$ cat config.mk
export PLATFORM = sky130hd
export DESIGN_NAME = csp_port
export DESIGN_NICKNAME = d
export VERILOG_FILES = /design/src/verilog/csp_pkg.sv /design/src/verilog/csp_sync.sv /design/src/verilog/csp_clkgen.sv /design/src/verilog/csp_port.sv
export SDC_FILE = /design/constraint.sdc
export NUM_CORES = 1
export LEC_CHECK = 0
export BUFFER_PORTS_ARGS = -buffer_cell sky130_fd_sc_hd__buf_2
export CAP_MARGIN = 20
export CORE_ASPECT_RATIO = 0.8
export CORE_UTILIZATION = 50
export CTS_CLUSTER_DIAMETER = 80
export DETAILED_ROUTE_END_ITERATION = 16
export MAX_ROUTING_LAYER = met4
export PLACE_DENSITY = 0.74
export SLEW_MARGIN = 20
export SYNTH_ARGS = -nofsm -noshare
export SYNTH_HDL_FRONTEND = slang
export SYNTH_SLANG_ARGS = --single-unit
$ cat constraint.sdc
create_clock -name clock -period 2.1 [get_ports clock]
set_clock_uncertainty 0.05 [all_clocks]
set_input_delay 0.42 -clock clock [delete_from_list [all_inputs] [get_ports clock]]
set_output_delay 0.42 -clock clock [all_outputs]
set_load 0.01 [all_outputs]
$ cat src/verilog/csp_pkg.sv
// constants for the clocked serial port: register offsets, field positions,
// reset values and divider counts; needs nothing from its surroundings
`default_nettype none
package csp_pkg;
    // register byte offsets on the avalon slave
    localparam logic [3:0] OFF_CTRL   = 4'h0;
    localparam logic [3:0] OFF_TXBUF  = 4'h4;
    localparam logic [3:0] OFF_RXBUF  = 4'h8;
    localparam logic [3:0] OFF_STATUS = 4'hC;

    // control register fields
    localparam int CTRL_W      = 12;
    localparam int P_TX_EN     = 0;
    localparam int P_RX_EN     = 1;
    localparam int P_CLK_EXT   = 2;
    localparam int P_CPOL      = 3;
    localparam int P_MSB_FIRST = 4;
    localparam int P_TX_IRQ_TC = 5;
    localparam int P_CONT_RX   = 6;
    localparam int P_DIV_LO    = 8;
    localparam int P_ROUTE_LO  = 10;
    localparam logic [CTRL_W-1:0] CTRL_RESET = 12'h000;

    // status register fields
    localparam int P_TXBUF_EMPTY = 0;
    localparam int P_TXREG_EMPTY = 1;
    localparam int P_RX_DONE     = 2;
    localparam int P_OVERRUN     = 3;
    localparam int P_TX_IRQ      = 4;
    localparam int P_RX_IRQ      = 5;

    // shift clock source selection
    localparam logic [1:0] DIV_SEL_1   = 2'h0;
    localparam logic [1:0] DIV_SEL_8   = 2'h1;
    localparam logic [1:0] DIV_SEL_32  = 2'h2;
    localparam logic [1:0] DIV_SEL_SUB = 2'h3;
    localparam logic [5:0] DIV_CNT_1   = 6'h01;
    localparam logic [5:0] DIV_CNT_8   = 6'h08;
    localparam logic [5:0] DIV_CNT_32  = 6'h20;

    // route select code that moves the shift clock to the alternate pin
    localparam logic [1:0] ROUTE_ALT = 2'h3;

    localparam logic [2:0] LAST_BIT = 3'h7;
endpackage : csp_pkg
`default_nettype wire

$ cat src/verilog/csp_sync.sv
// two-flop synchroniser for pin inputs
// assumes inputs are asynchronous to clock; only stage two is read outside
`timescale 1ns/1ps
`default_nettype none
module csp_sync #(
    parameter int WIDTH = 1
) (
    input  wire logic             clock,
    input  wire logic             rst_n,
    input  wire logic [WIDTH-1:0] async_in,
    output logic      [WIDTH-1:0] sync_out
);
    logic [WIDTH-1:0] meta_q;

    always_ff @(posedge clock) begin
        if (!rst_n) begin
            meta_q   <= '0;
            sync_out <= '0;
        end else begin
            meta_q   <= async_in;
            sync_out <= meta_q;
        end
    end
endmodule : csp_sync
`default_nettype wire

$ cat src/verilog/csp_clkgen.sv
// half-period tick source for the internal shift clock
// assumes sub_clk_sync is already synchronised to clock
`timescale 1ns/1ps
`default_nettype none
module csp_clkgen (
    input  wire logic       clock,
    input  wire logic       rst_n,
    input  wire logic [1:0] div_sel,
    input  wire logic       sub_clk_sync,
    output logic            tick
);
    logic [5:0] cnt_q;
    logic       sub_last_q;
    logic [5:0] limit;
    logic       div_wrap;
    logic       sub_rise;

    function automatic logic [5:0] div_limit(input logic [1:0] sel);
        case (sel)
            csp_pkg::DIV_SEL_8:  div_limit = csp_pkg::DIV_CNT_8;
            csp_pkg::DIV_SEL_32: div_limit = csp_pkg::DIV_CNT_32;
            default:             div_limit = csp_pkg::DIV_CNT_1;
        endcase
    endfunction : div_limit

    assign limit    = div_limit(div_sel);
    assign div_wrap = (cnt_q >= limit - 6'h01);
    assign sub_rise = sub_clk_sync && !sub_last_q;

    always_ff @(posedge clock) begin
        if (!rst_n) begin
            cnt_q      <= 6'h00;
            sub_last_q <= 1'b0;
            tick       <= 1'b0;
        end else begin
            sub_last_q <= sub_clk_sync;
            cnt_q      <= div_wrap ? 6'h00 : cnt_q + 6'h01;
            tick       <= (div_sel == csp_pkg::DIV_SEL_SUB) ? sub_rise : div_wrap;
        end
    end
endmodule : csp_clkgen
`default_nettype wire

$ cat src/verilog/csp_port.sv
// clocked serial port: byte-wide synchronous serial transmitter and receiver
// assumes an avalon-mm master on clock; pins come from outside and are synchronised
//
// Added by the designer: the Avalon-MM slave port and the placing of the registers.
`timescale 1ns/1ps
`default_nettype none
module csp_port (
    input  wire logic        clock,
    input  wire logic        rst_n,
    input  wire logic [3:0]  avs_address,
    input  wire logic        avs_read,
    input  wire logic        avs_write,
    input  wire logic [31:0] avs_writedata,
    output logic      [31:0] avs_readdata,
    output logic             avs_waitrequest,
    input  wire logic        shift_clock_pin_i,
    output logic             shift_clock_pin_o,
    output logic             shift_clock_pin_oe,
    output logic             alternate_clock_out_pin_o,
    output logic             alternate_clock_out_pin_oe,
    input  wire logic        serial_data_in_pin,
    output logic             serial_data_out_pin_o,
    output logic             serial_data_out_pin_oe,
    input  wire logic        sub_clock_source
);
    // register state
    logic [csp_pkg::CTRL_W-1:0] ctrl_q;
    logic [7:0]  txbuf_q;
    logic        txbuf_full_q;
    logic [7:0]  rxbuf_q;
    logic        txreg_empty_q;
    logic        rx_done_q;
    logic        overrun_q;
    logic        tx_irq_q;
    logic        rx_irq_q;
    logic        rx_armed_q;
    logic        rx_act_q;
    logic        wait_q;
    logic [31:0] rdata_q;

    // shift engine state
    logic        busy_q;
    logic [2:0]  bit_cnt_q;
    logic [7:0]  tx_sh_q;
    logic [7:0]  rx_sh_q;
    logic        sclk_q;
    logic        dout_q;
    logic        clk_last_q;
    logic        pri_oe_q;
    logic        alt_oe_q;
    logic        dout_oe_q;

    // synchronised pins: {shift clock, data in, sub clock}
    logic [2:0]  pins_s;
    logic        tick;

    csp_sync #(.WIDTH(3)) u_sync (
        .clock    (clock),
        .rst_n    (rst_n),
        .async_in ({shift_clock_pin_i, serial_data_in_pin, sub_clock_source}),
        .sync_out (pins_s)
    );

    csp_clkgen u_clkgen (
        .clock        (clock),
        .rst_n        (rst_n),
        .div_sel      (ctrl_q[csp_pkg::P_DIV_LO +: 2]),
        .sub_clk_sync (pins_s[0]),
        .tick         (tick)
    );

    function automatic logic first_bit(input logic [7:0] b, input logic msb);
        first_bit = msb ? b[7] : b[0];
    endfunction : first_bit

    // control fields
    wire tx_en   = ctrl_q[csp_pkg::P_TX_EN];
    wire rx_en   = ctrl_q[csp_pkg::P_RX_EN];
    wire clk_ext = ctrl_q[csp_pkg::P_CLK_EXT];
    wire cpol    = ctrl_q[csp_pkg::P_CPOL];
    wire msb     = ctrl_q[csp_pkg::P_MSB_FIRST];
    wire irq_tc  = ctrl_q[csp_pkg::P_TX_IRQ_TC];
    wire cont_rx = ctrl_q[csp_pkg::P_CONT_RX];
    wire idle_lvl = !cpol;
    // route changes are not retimed; software keeps them to idle time
    wire alt_sel = (ctrl_q[csp_pkg::P_ROUTE_LO +: 2] == csp_pkg::ROUTE_ALT) && !clk_ext;

    // bus decode: the access completes on the edge where waitrequest is low
    wire acc       = (avs_read || avs_write) && !wait_q;
    wire wr        = avs_write && acc;
    wire rd        = avs_read && acc;
    wire wr_ctrl   = wr && (avs_address == csp_pkg::OFF_CTRL);
    wire wr_txbuf  = wr && (avs_address == csp_pkg::OFF_TXBUF);
    wire wr_status = wr && (avs_address == csp_pkg::OFF_STATUS);
    wire rd_rxbuf  = rd && (avs_address == csp_pkg::OFF_RXBUF);

    wire [31:0] status_word = {26'h0, rx_irq_q, tx_irq_q, overrun_q, rx_done_q, txreg_empty_q, !txbuf_full_q};
    wire [31:0] rd_mux =
        (avs_address == csp_pkg::OFF_CTRL)   ? {20'h00000, ctrl_q} :
        (avs_address == csp_pkg::OFF_TXBUF)  ? {24'h000000, txbuf_q} :
        (avs_address == csp_pkg::OFF_RXBUF)  ? {24'h000000, rxbuf_q} :
        (avs_address == csp_pkg::OFF_STATUS) ? status_word : 32'h00000000;

    // start needs the transmitter even for receive-only use
    wire start_ok = tx_en && (txbuf_full_q || (cont_rx && rx_en && rx_armed_q));

    // internal clock: each tick toggles the shift clock while a byte runs
    wire int_drive  = !clk_ext && tick && (busy_q ? (sclk_q == idle_lvl) : start_ok);
    wire int_sample = !clk_ext && tick && busy_q && (sclk_q != idle_lvl);

    // external clock: edges found on the synchronised pin; a partner that does
    // not idle at the polarity level during set-up gives a spurious first edge
    wire ext_rise   = pins_s[2] && !clk_last_q;
    wire ext_fall   = !pins_s[2] && clk_last_q;
    wire ext_drive  = clk_ext && (cpol ? ext_rise : ext_fall) && (busy_q || start_ok);
    wire ext_sample = clk_ext && (cpol ? ext_fall : ext_rise) && busy_q;

    wire drive_ev  = int_drive || ext_drive;
    wire sample_ev = int_sample || ext_sample;
    wire load      = drive_ev && !busy_q;
    wire done      = sample_ev && (bit_cnt_q == csp_pkg::LAST_BIT);
    wire done_rx   = done && rx_act_q;
    wire din       = pins_s[1];

    wire [7:0] rx_next = msb ? {rx_sh_q[6:0], din} : {din, rx_sh_q[7:1]};
    wire [7:0] tx_next = msb ? {tx_sh_q[6:0], 1'b0} : {1'b0, tx_sh_q[7:1]};

    // avalon slave: one wait cycle, then read data and waitrequest low together
    always_ff @(posedge clock) begin
        if (!rst_n) begin
            wait_q  <= 1'b1;
            rdata_q <= 32'h00000000;
        end else begin
            wait_q  <= !((avs_read || avs_write) && wait_q);
            rdata_q <= ((avs_read || avs_write) && wait_q) ? rd_mux : rdata_q;
        end
    end

    always_ff @(posedge clock) begin
        if (!rst_n) begin
            ctrl_q  <= csp_pkg::CTRL_RESET;
            txbuf_q <= 8'h00;
        end else begin
            ctrl_q  <= wr_ctrl ? avs_writedata[csp_pkg::CTRL_W-1:0] : ctrl_q;
            txbuf_q <= wr_txbuf ? avs_writedata[7:0] : txbuf_q;
        end
    end

    // buffer and flag state; hardware set wins over a software clear
    always_ff @(posedge clock) begin
        if (!rst_n) begin
            txbuf_full_q  <= 1'b0;
            txreg_empty_q <= 1'b1;
            tx_irq_q      <= 1'b0;
            rx_done_q     <= 1'b0;
            rx_irq_q      <= 1'b0;
            overrun_q     <= 1'b0;
            rx_armed_q    <= 1'b0;
            rx_act_q      <= 1'b0;
            rxbuf_q       <= 8'h00;
        end else begin
            txbuf_full_q  <= wr_txbuf || (txbuf_full_q && !load);
            txreg_empty_q <= done || (txreg_empty_q && !load);
            if ((load && !irq_tc) || (done && irq_tc)) begin
                tx_irq_q <= 1'b1;
            end else begin
                tx_irq_q <= tx_irq_q && !(wr_status && avs_writedata[csp_pkg::P_TX_IRQ]);
            end
            rx_done_q <= done_rx || (rx_done_q && !rd_rxbuf);
            if (done_rx && !rx_done_q) begin
                rx_irq_q <= 1'b1;
            end else begin
                rx_irq_q <= rx_irq_q && !(wr_status && avs_writedata[csp_pkg::P_RX_IRQ]);
            end
            // overrun clears only when reception is disabled
            overrun_q <= (done_rx && rx_done_q) || (overrun_q && rx_en);
            rxbuf_q   <= done_rx ? rx_next : rxbuf_q;
            if ((wr_txbuf && rx_en && tx_en && !cont_rx) || (rd_rxbuf && rx_en && cont_rx)) begin
                rx_armed_q <= 1'b1;
            end else begin
                rx_armed_q <= rx_armed_q && !load && rx_en;
            end
            rx_act_q <= load ? (rx_en && rx_armed_q) : (rx_act_q && !done);
        end
    end

    // shift engine
    always_ff @(posedge clock) begin
        if (!rst_n) begin
            busy_q     <= 1'b0;
            bit_cnt_q  <= 3'h0;
            tx_sh_q    <= 8'h00;
            rx_sh_q    <= 8'h00;
            dout_q     <= 1'b1;
            clk_last_q <= 1'b0;
        end else begin
            clk_last_q <= pins_s[2];
            busy_q     <= load || (busy_q && !done);
            bit_cnt_q  <= done ? 3'h0 : (sample_ev ? bit_cnt_q + 3'h1 : bit_cnt_q);
            if (load) begin
                tx_sh_q <= txbuf_q;
                dout_q  <= first_bit(txbuf_q, msb);
            end else if (drive_ev) begin
                tx_sh_q <= tx_next;
                dout_q  <= first_bit(tx_next, msb);
            end
            rx_sh_q <= (sample_ev && rx_act_q) ? rx_next : rx_sh_q;
        end
    end

    // shift clock and pin enables; clock rests at idle level between bytes
    always_ff @(posedge clock) begin
        if (!rst_n) begin
            sclk_q    <= 1'b1;
            pri_oe_q  <= 1'b0;
            alt_oe_q  <= 1'b0;
            dout_oe_q <= 1'b0;
        end else begin
            if (int_drive || int_sample) begin
                sclk_q <= !sclk_q;
            end else if (!busy_q) begin
                sclk_q <= idle_lvl;
            end
            pri_oe_q  <= !clk_ext && !alt_sel;
            alt_oe_q  <= alt_sel;
            dout_oe_q <= tx_en;
        end
    end

    assign avs_readdata               = rdata_q;
    assign avs_waitrequest            = wait_q;
    assign shift_clock_pin_o          = sclk_q;
    assign shift_clock_pin_oe         = pri_oe_q;
    assign alternate_clock_out_pin_o  = sclk_q;
    assign alternate_clock_out_pin_oe = alt_oe_q;
    assign serial_data_out_pin_o      = dout_q;
    assign serial_data_out_pin_oe     = dout_oe_q;
endmodule : csp_port
`default_nettype wire

Word level (Yosys, flattened, before mapping)
Cells that the tools add are included.
- bits in registers: 109
- bits in latches: 0
- bits in writable memories: 0
- ROM bits: 0
- input bits: 43
- output and inout port bits: 39
- word-level logic and storage cells: 153
- memories kept: 0
- add/subtract/negate cells: 3
- multiply operators: 0
- div/mod/pow operators: 0
- $lt $le $gt $ge: 1
- equality and inequality tests: 11
- shifts and indexed selects: 0
- mux-type cells: 23
- bitwise logic cells: 1
- reduce and logical (&&, ||, !) cells: 86
- operators by type and width (kind ; number):
    $logic_and 1x1->1 ; 50
    $mux 8 ; 6
    $logic_not 1->1 ; 19
    $mux 1 ; 14
    $logic_or 1x1->1 ; 13
    $mux 12 ; 1
    $pmux 6 s2 ; 1
    $eq 4x4->1 const B ; 2
    $add 6x1->6 const B ; 1
    $eq 2x2->1 const B ; 3
    $ge 6x6->1 ; 1
    $mux 6 ; 1
    $sub 6x1->6 const B ; 1
    $eq 4x3->1 const B ; 1
    $logic_not 4->1 ; 1
    $reduce_or 2->1 ; 2
    $add 3x1->3 const B ; 1
    $eq 3x3->1 const B ; 1
    $eq 2x1->1 const B ; 1
    $ne 2x1->1 const B ; 1
    $reduce_bool 2->1 ; 1
    $eq 1x1->1 ; 1
    $ne 1x1->1 ; 1
    $not 1->1 ; 1

Depth between registers and ports, before layout
- word-level depth: 12
- depth in mapped cells: 9
- gate-level depth less buffers: 9

Cells and area by module
From an unflattened synthesis, not the netlist that was laid out.
- cells, all modules: 458
- area total of the unflattened synthesis: 4236.6 µm²
- modules (own cells, without submodules) (module ; times used ; cells each ; area an instance (µm²) ; seq. area each (µm²)):
    csp_port ; 1 ; 396 ; 3592.2 ; 1501.4
    csp_clkgen ; 1 ; 50 ; 486.7 ; 160.2
    csp_sync ; 1 ; 12 ; 157.7 ; 120.1

Worst setup path after synthesis
Ideal clock, no wire load.
- path type: reg-to-reg
- start: register ctrl_q[8] in the netlist's numbering
- end: register u_clkgen.cnt_q[2]
- library setup time: 66 ps
- arrival time: 1750 ps
- required time: 1984 ps
- setup slack: 234 ps
- cell stages (with the launch flop): 10
- buffers on the path: 0
- clock period less this slack: 1866 ps
- cells stage by stage: dfxtp_1 inv_1 ha_1 inv_1 ha_1 nand2b_1 a21o_1 a21oi_1 o211ai_1 nor2_1
- word-level cells in the longest chain between the ends: 5
- elaborated cells between the ends (all ways): 6
- those cells by class: add/sub (1); order compare (1); eq/ne (2); mux (1); reduce/logical (1)
- ends and longest elaborated chain (what ; RTL line ; text):
    start: declaration ; csp_port.sv:27 ; logic [csp_pkg::CTRL_W-1:0] ctrl_q;
    start signal: assignment ; csp_port.sv:141 ; ctrl_q <= csp_pkg::CTRL_RESET;
    start signal: assignment ; csp_port.sv:144 ; ctrl_q <= wr_ctrl ? avs_writedata[csp_pkg::CTRL_W-1:0] : ctrl_q;
    $eq 2x2->1 / $eq 2x1->1 (equally long branches) ; csp_clkgen.sv:19 ; case (sel)
    $pmux 6 s2 * ; csp_clkgen.sv:19 ;
    $sub 6x1->6 * ; csp_clkgen.sv:27 ; assign div_wrap = (cnt_q >= limit - 6'h01);
    $ge 6x6->1 * ; csp_clkgen.sv:27 ;
    $reduce_or 2->1 (no source line) * ; n/a ;
    end signal: assignment ; csp_clkgen.sv:37 ; cnt_q <= div_wrap ? 6'h00 : cnt_q + 6'h01;
    end: declaration ; csp_clkgen.sv:12 ; logic [5:0] cnt_q;
Every way passes the cells marked *; elsewhere a longest branch is shown, timed or not.
A chain may end at the register's enable or synchronous reset.

Worst setup path after layout
- start: register ctrl_q[8] in the netlist's numbering
- end: register u_clkgen.cnt_q[4]
The elaborated chain is that of the path after synthesis.

==> flow_summary_export.csv <==
group,metric,value,unit
grt,grt.total_usage,22.6,%
worst_setup_path,crit_top_cell,"inv_1",
placed_design,dpl.cell_count,600,
worst_setup_path,crit_type,"flop to flop",
synth,yosysUniqueCellTypes,55,
grt,antenna_found_initial,0,
detailed_routing,drtAntennaViolNets,0,
worst_setup_path,startpoint_type,"flop",
outcome,status,"finished clean",
min_path,worstHoldStart,"shift_clock_pin_i",
final_layout,final_cell_count_no_fill,617,
sta,setup_slack,0.100,ns
worst_setup_path,cpPeakStageDelay,0.36,ns
sta,slew_violations,0,
clocking,cts_buffer_depth,2,
min_path,holdPathEnd,"u_sync.meta_q[2]",
min_path,worstHoldPathCells,2,
clocking,clkLatencyLatePin,0.36,ns
grt,grt_max_degree,58,
placed_design,hpwl,6470,um
worst_setup_path,crit_path_max_fanout,5,
final_layout,antenna_cells,0,
worst_setup_path,cpMaxStageDelayCell,"dfxtp_4",
synth,synth_area,4110,um^2
synth,synth_top_area_share,43.4,%
final_layout,mostFrequentLayoutCell,"dfxtp_1",
worst_setup_path,r2r.worst_path.cells,9,
sta,worst_slew_pin_slew,0.598,ns
clocking,cts_num_sinks,89,
sta,hold_viol_final,0,
detailed_routing,finalWirelength,8970,um
synth,synth_flop_cell,"dfxtp_1",
min_path,hold_path.class,"input port to flop",
final_layout,most-common-layout-cells,"88 x dfxtp_1, 57 x nor2_1, 41 x buf_2",
detailed_routing,drc,0,
power,power_leakage,1.80,nW
synth,synth_edf_count,0,
sta,relSlewSlack,60.2,%
sta,fmax,500,MHz
flow_run,max_cap_violations,0,
floorplan,die_area,8580,um^2
worst_setup_path,cp-end-kind,"flop",
clocking,htreeDepth,3,
detailed_routing,vias,3324,
detailed_routing,drt_pass1_iterations,5,
power,p_per_area,657,nW/um^2
floorplan,coreArea,7950,um^2
placed_design,place.gp.congestion,0.875,
power,peakVddDrop,0.000423,V
synth,yosysTopAreaCell,"dfxtp_1",
worst_setup_path,path_delay_family,"compound AO/OA/AOI/OAI gates",
clocking,clkSlewWorstSetupHoldPaths,0.10,ns
power,power,3.03,mW
floorplan,io_pins,82,
synth,yosysSeqAreaShare,43.4,%
worst_setup_path,critical_path.cell_chain,"inv_1 -> ha_4 -> inv_1 -> ha_1 -> nand2b_1 -> a21o_1 -> a21oi_2 -> o211ai_1 -> nor2_1",
final_layout,area_growth,12.1,%
floorplan,die_h,83.0,um
grt,overflow,0,
synth,async_flop_share,0,%
clocking,cts_tree,"yes",
sta,fin_crit_sh,95.2,%
clocking,cts_buffers,9,
worst_setup_path,crit_required,2.35,ns
synth,synthTopCellsByArea,"dfxtp_1 43%, mux2i_1 6.6%, nor2_1 5.2%",
worst_setup_path,cp.arrival,2.25,ns
floorplan,rows,29,
sta,fin_hold_ws,0.217,ns
final_layout,fin_nets,559,
floorplan,dieWidth,103,um
grt,grt_pass1_vias,2973,
worst_setup_path,regToRegSetupSlack,0.10,ns
synth,yosysWarnings,0,
detailed_routing,drtIter0Drc,283,
worst_setup_path,cp.buffers_inverters,2,
sta,fin_tns_setup,0,ns
detailed_routing,avgViaCountPerCell,5.39,
sta,fin_crit,2.00,ns
synth,synth-seq-cells,89,
clocking,cts-root-buf,"clkbuf_8",
synth,synth_cells,461,
placed_design,pre_cts_ws,-0.0245,ns
detailed_routing,wl_per_cell,14.5,um
sta,finalSetupViolCount,0,
final_layout,layout-drive-gt1-share,18.7,%
placed_design,port_buffers,41,
worst_setup_path,timing.rr.start,"ctrl_q[8]",
worst_setup_path,r2r_end,"u_clkgen.cnt_q[4]",
floorplan,initial_utilization,51.7,%
grt,grt_pass1_wl,14500,um
synth,syn-mean-instance-area,8.90,um^2
==> cells in the mapped netlist (6+ instances only) <==
cell,number
nand2b_1,8
o21ai_0,14
inv_1,9
a211o_1,6
and2_1,9
a211oi_1,16
a22oi_1,11
nand2_1,37
a21oi_1,41
buf_4,22
ha_1,12
mux2i_1,27
nor2_1,57
nand3_1,20
clkbuf_1,15
dfxtp_1,89
==> worst register-to-register path: stages, from the launching register on <==
cell and delay, ns:
dfxtp_4 0.36, inv_1 0.07, ha_4 0.28, inv_1 0.04
ha_1 0.26, nand2b_1 0.16, a21o_1 0.20, a21oi_2 0.16
o211ai_1 0.21, nor2_1 0.15
==> layout make-up <==
type | count | area, um^2
clock inverters | 7 | 63.8
clock buffers | 9 | 124
flip-flops and latches | 89 | 1790
multi-input cells | 332 | 2090
fillers | 714 | 3340
repair buffers | 61 | 368
inverters | 11 | 41.3
well taps | 108 | 135
==> cells by family after synthesis <==
kind of cell / share of synthesized area (%)
XOR/XNOR: 1.49
flip-flops: 43.4
other: 0.0913
buffers and inverters: 7.92
multiplexers: 8.50
AO/OA/AOI/OAI: 18.1
AND/OR/NAND/NOR: 16.9
adder cells (fa/ha/maj): 3.66
==> how the worst max path moves through the flow <==
stage | start | endpoint | slack (ns) | cells past startpoint
2_1_floorplan | ctrl_q[8] | u_clkgen.cnt_q[2] | 0.23 | 9
3_3_place_gp | ctrl_q[8] | u_clkgen.cnt_q[4] | 0.13 | 9
3_5_place_dp | ctrl_q[8] | u_clkgen.cnt_q[4] | -0.02 | 9
4_1_cts | ctrl_q[8] | u_clkgen.cnt_q[4] | 0.03 | 9
5_1_grt | ctrl_q[9] | u_clkgen.cnt_q[2] | -0.04 | 8
6_report | ctrl_q[8] | u_clkgen.cnt_q[4] | 0.10 | 9
==> power breakdown <==
part	leakage (nW)	internal (mW)	switching, mW	total (mW)
Sequential	0.721	1.71	0.0131	1.72
Combinational	0.980	0.0639	0.123	0.187
Clock	0.0975	0.462	0.658	1.12
Total	1.80	2.23	0.794	3.03
==> stage by stage <==
stage               util (%)  instance area [um^2]
floorplan                  -                  4180
global placement        55.2                  4390
detailed placement      55.2                  4390
CTS                     57.6                  4580
global route            57.9                  4600
finish                  57.9                  4600
==> state kept, by name (all words and copies together), names as in the netlist, 6 cells and up <==
signal          cells
ctrl_q             12
rxbuf_q             8
txbuf_q             8
avs_readdata       12
u_clkgen.cnt_q      6
tx_sh_q             8
rx_sh_q             8
==> layer usage <==
metal  vias up  part of all wire [%]  track usage [%]
met1      1560                    49             32.4
li1       1662                     -                -
met3         6                   5.6             5.98
met2        96                    44             31.9
met4         0                  0.83             4.61
met5         -                     0                -
==> what timing repair did <==
action                     CTS  global route
gates cloned                 0             0
hold buffers                 0             0
setup endpoints to repair    5             7
resized for setup            1             3
setup buffers                0             1
pin swaps                    1             3
(Power assumes the default switching activity.)
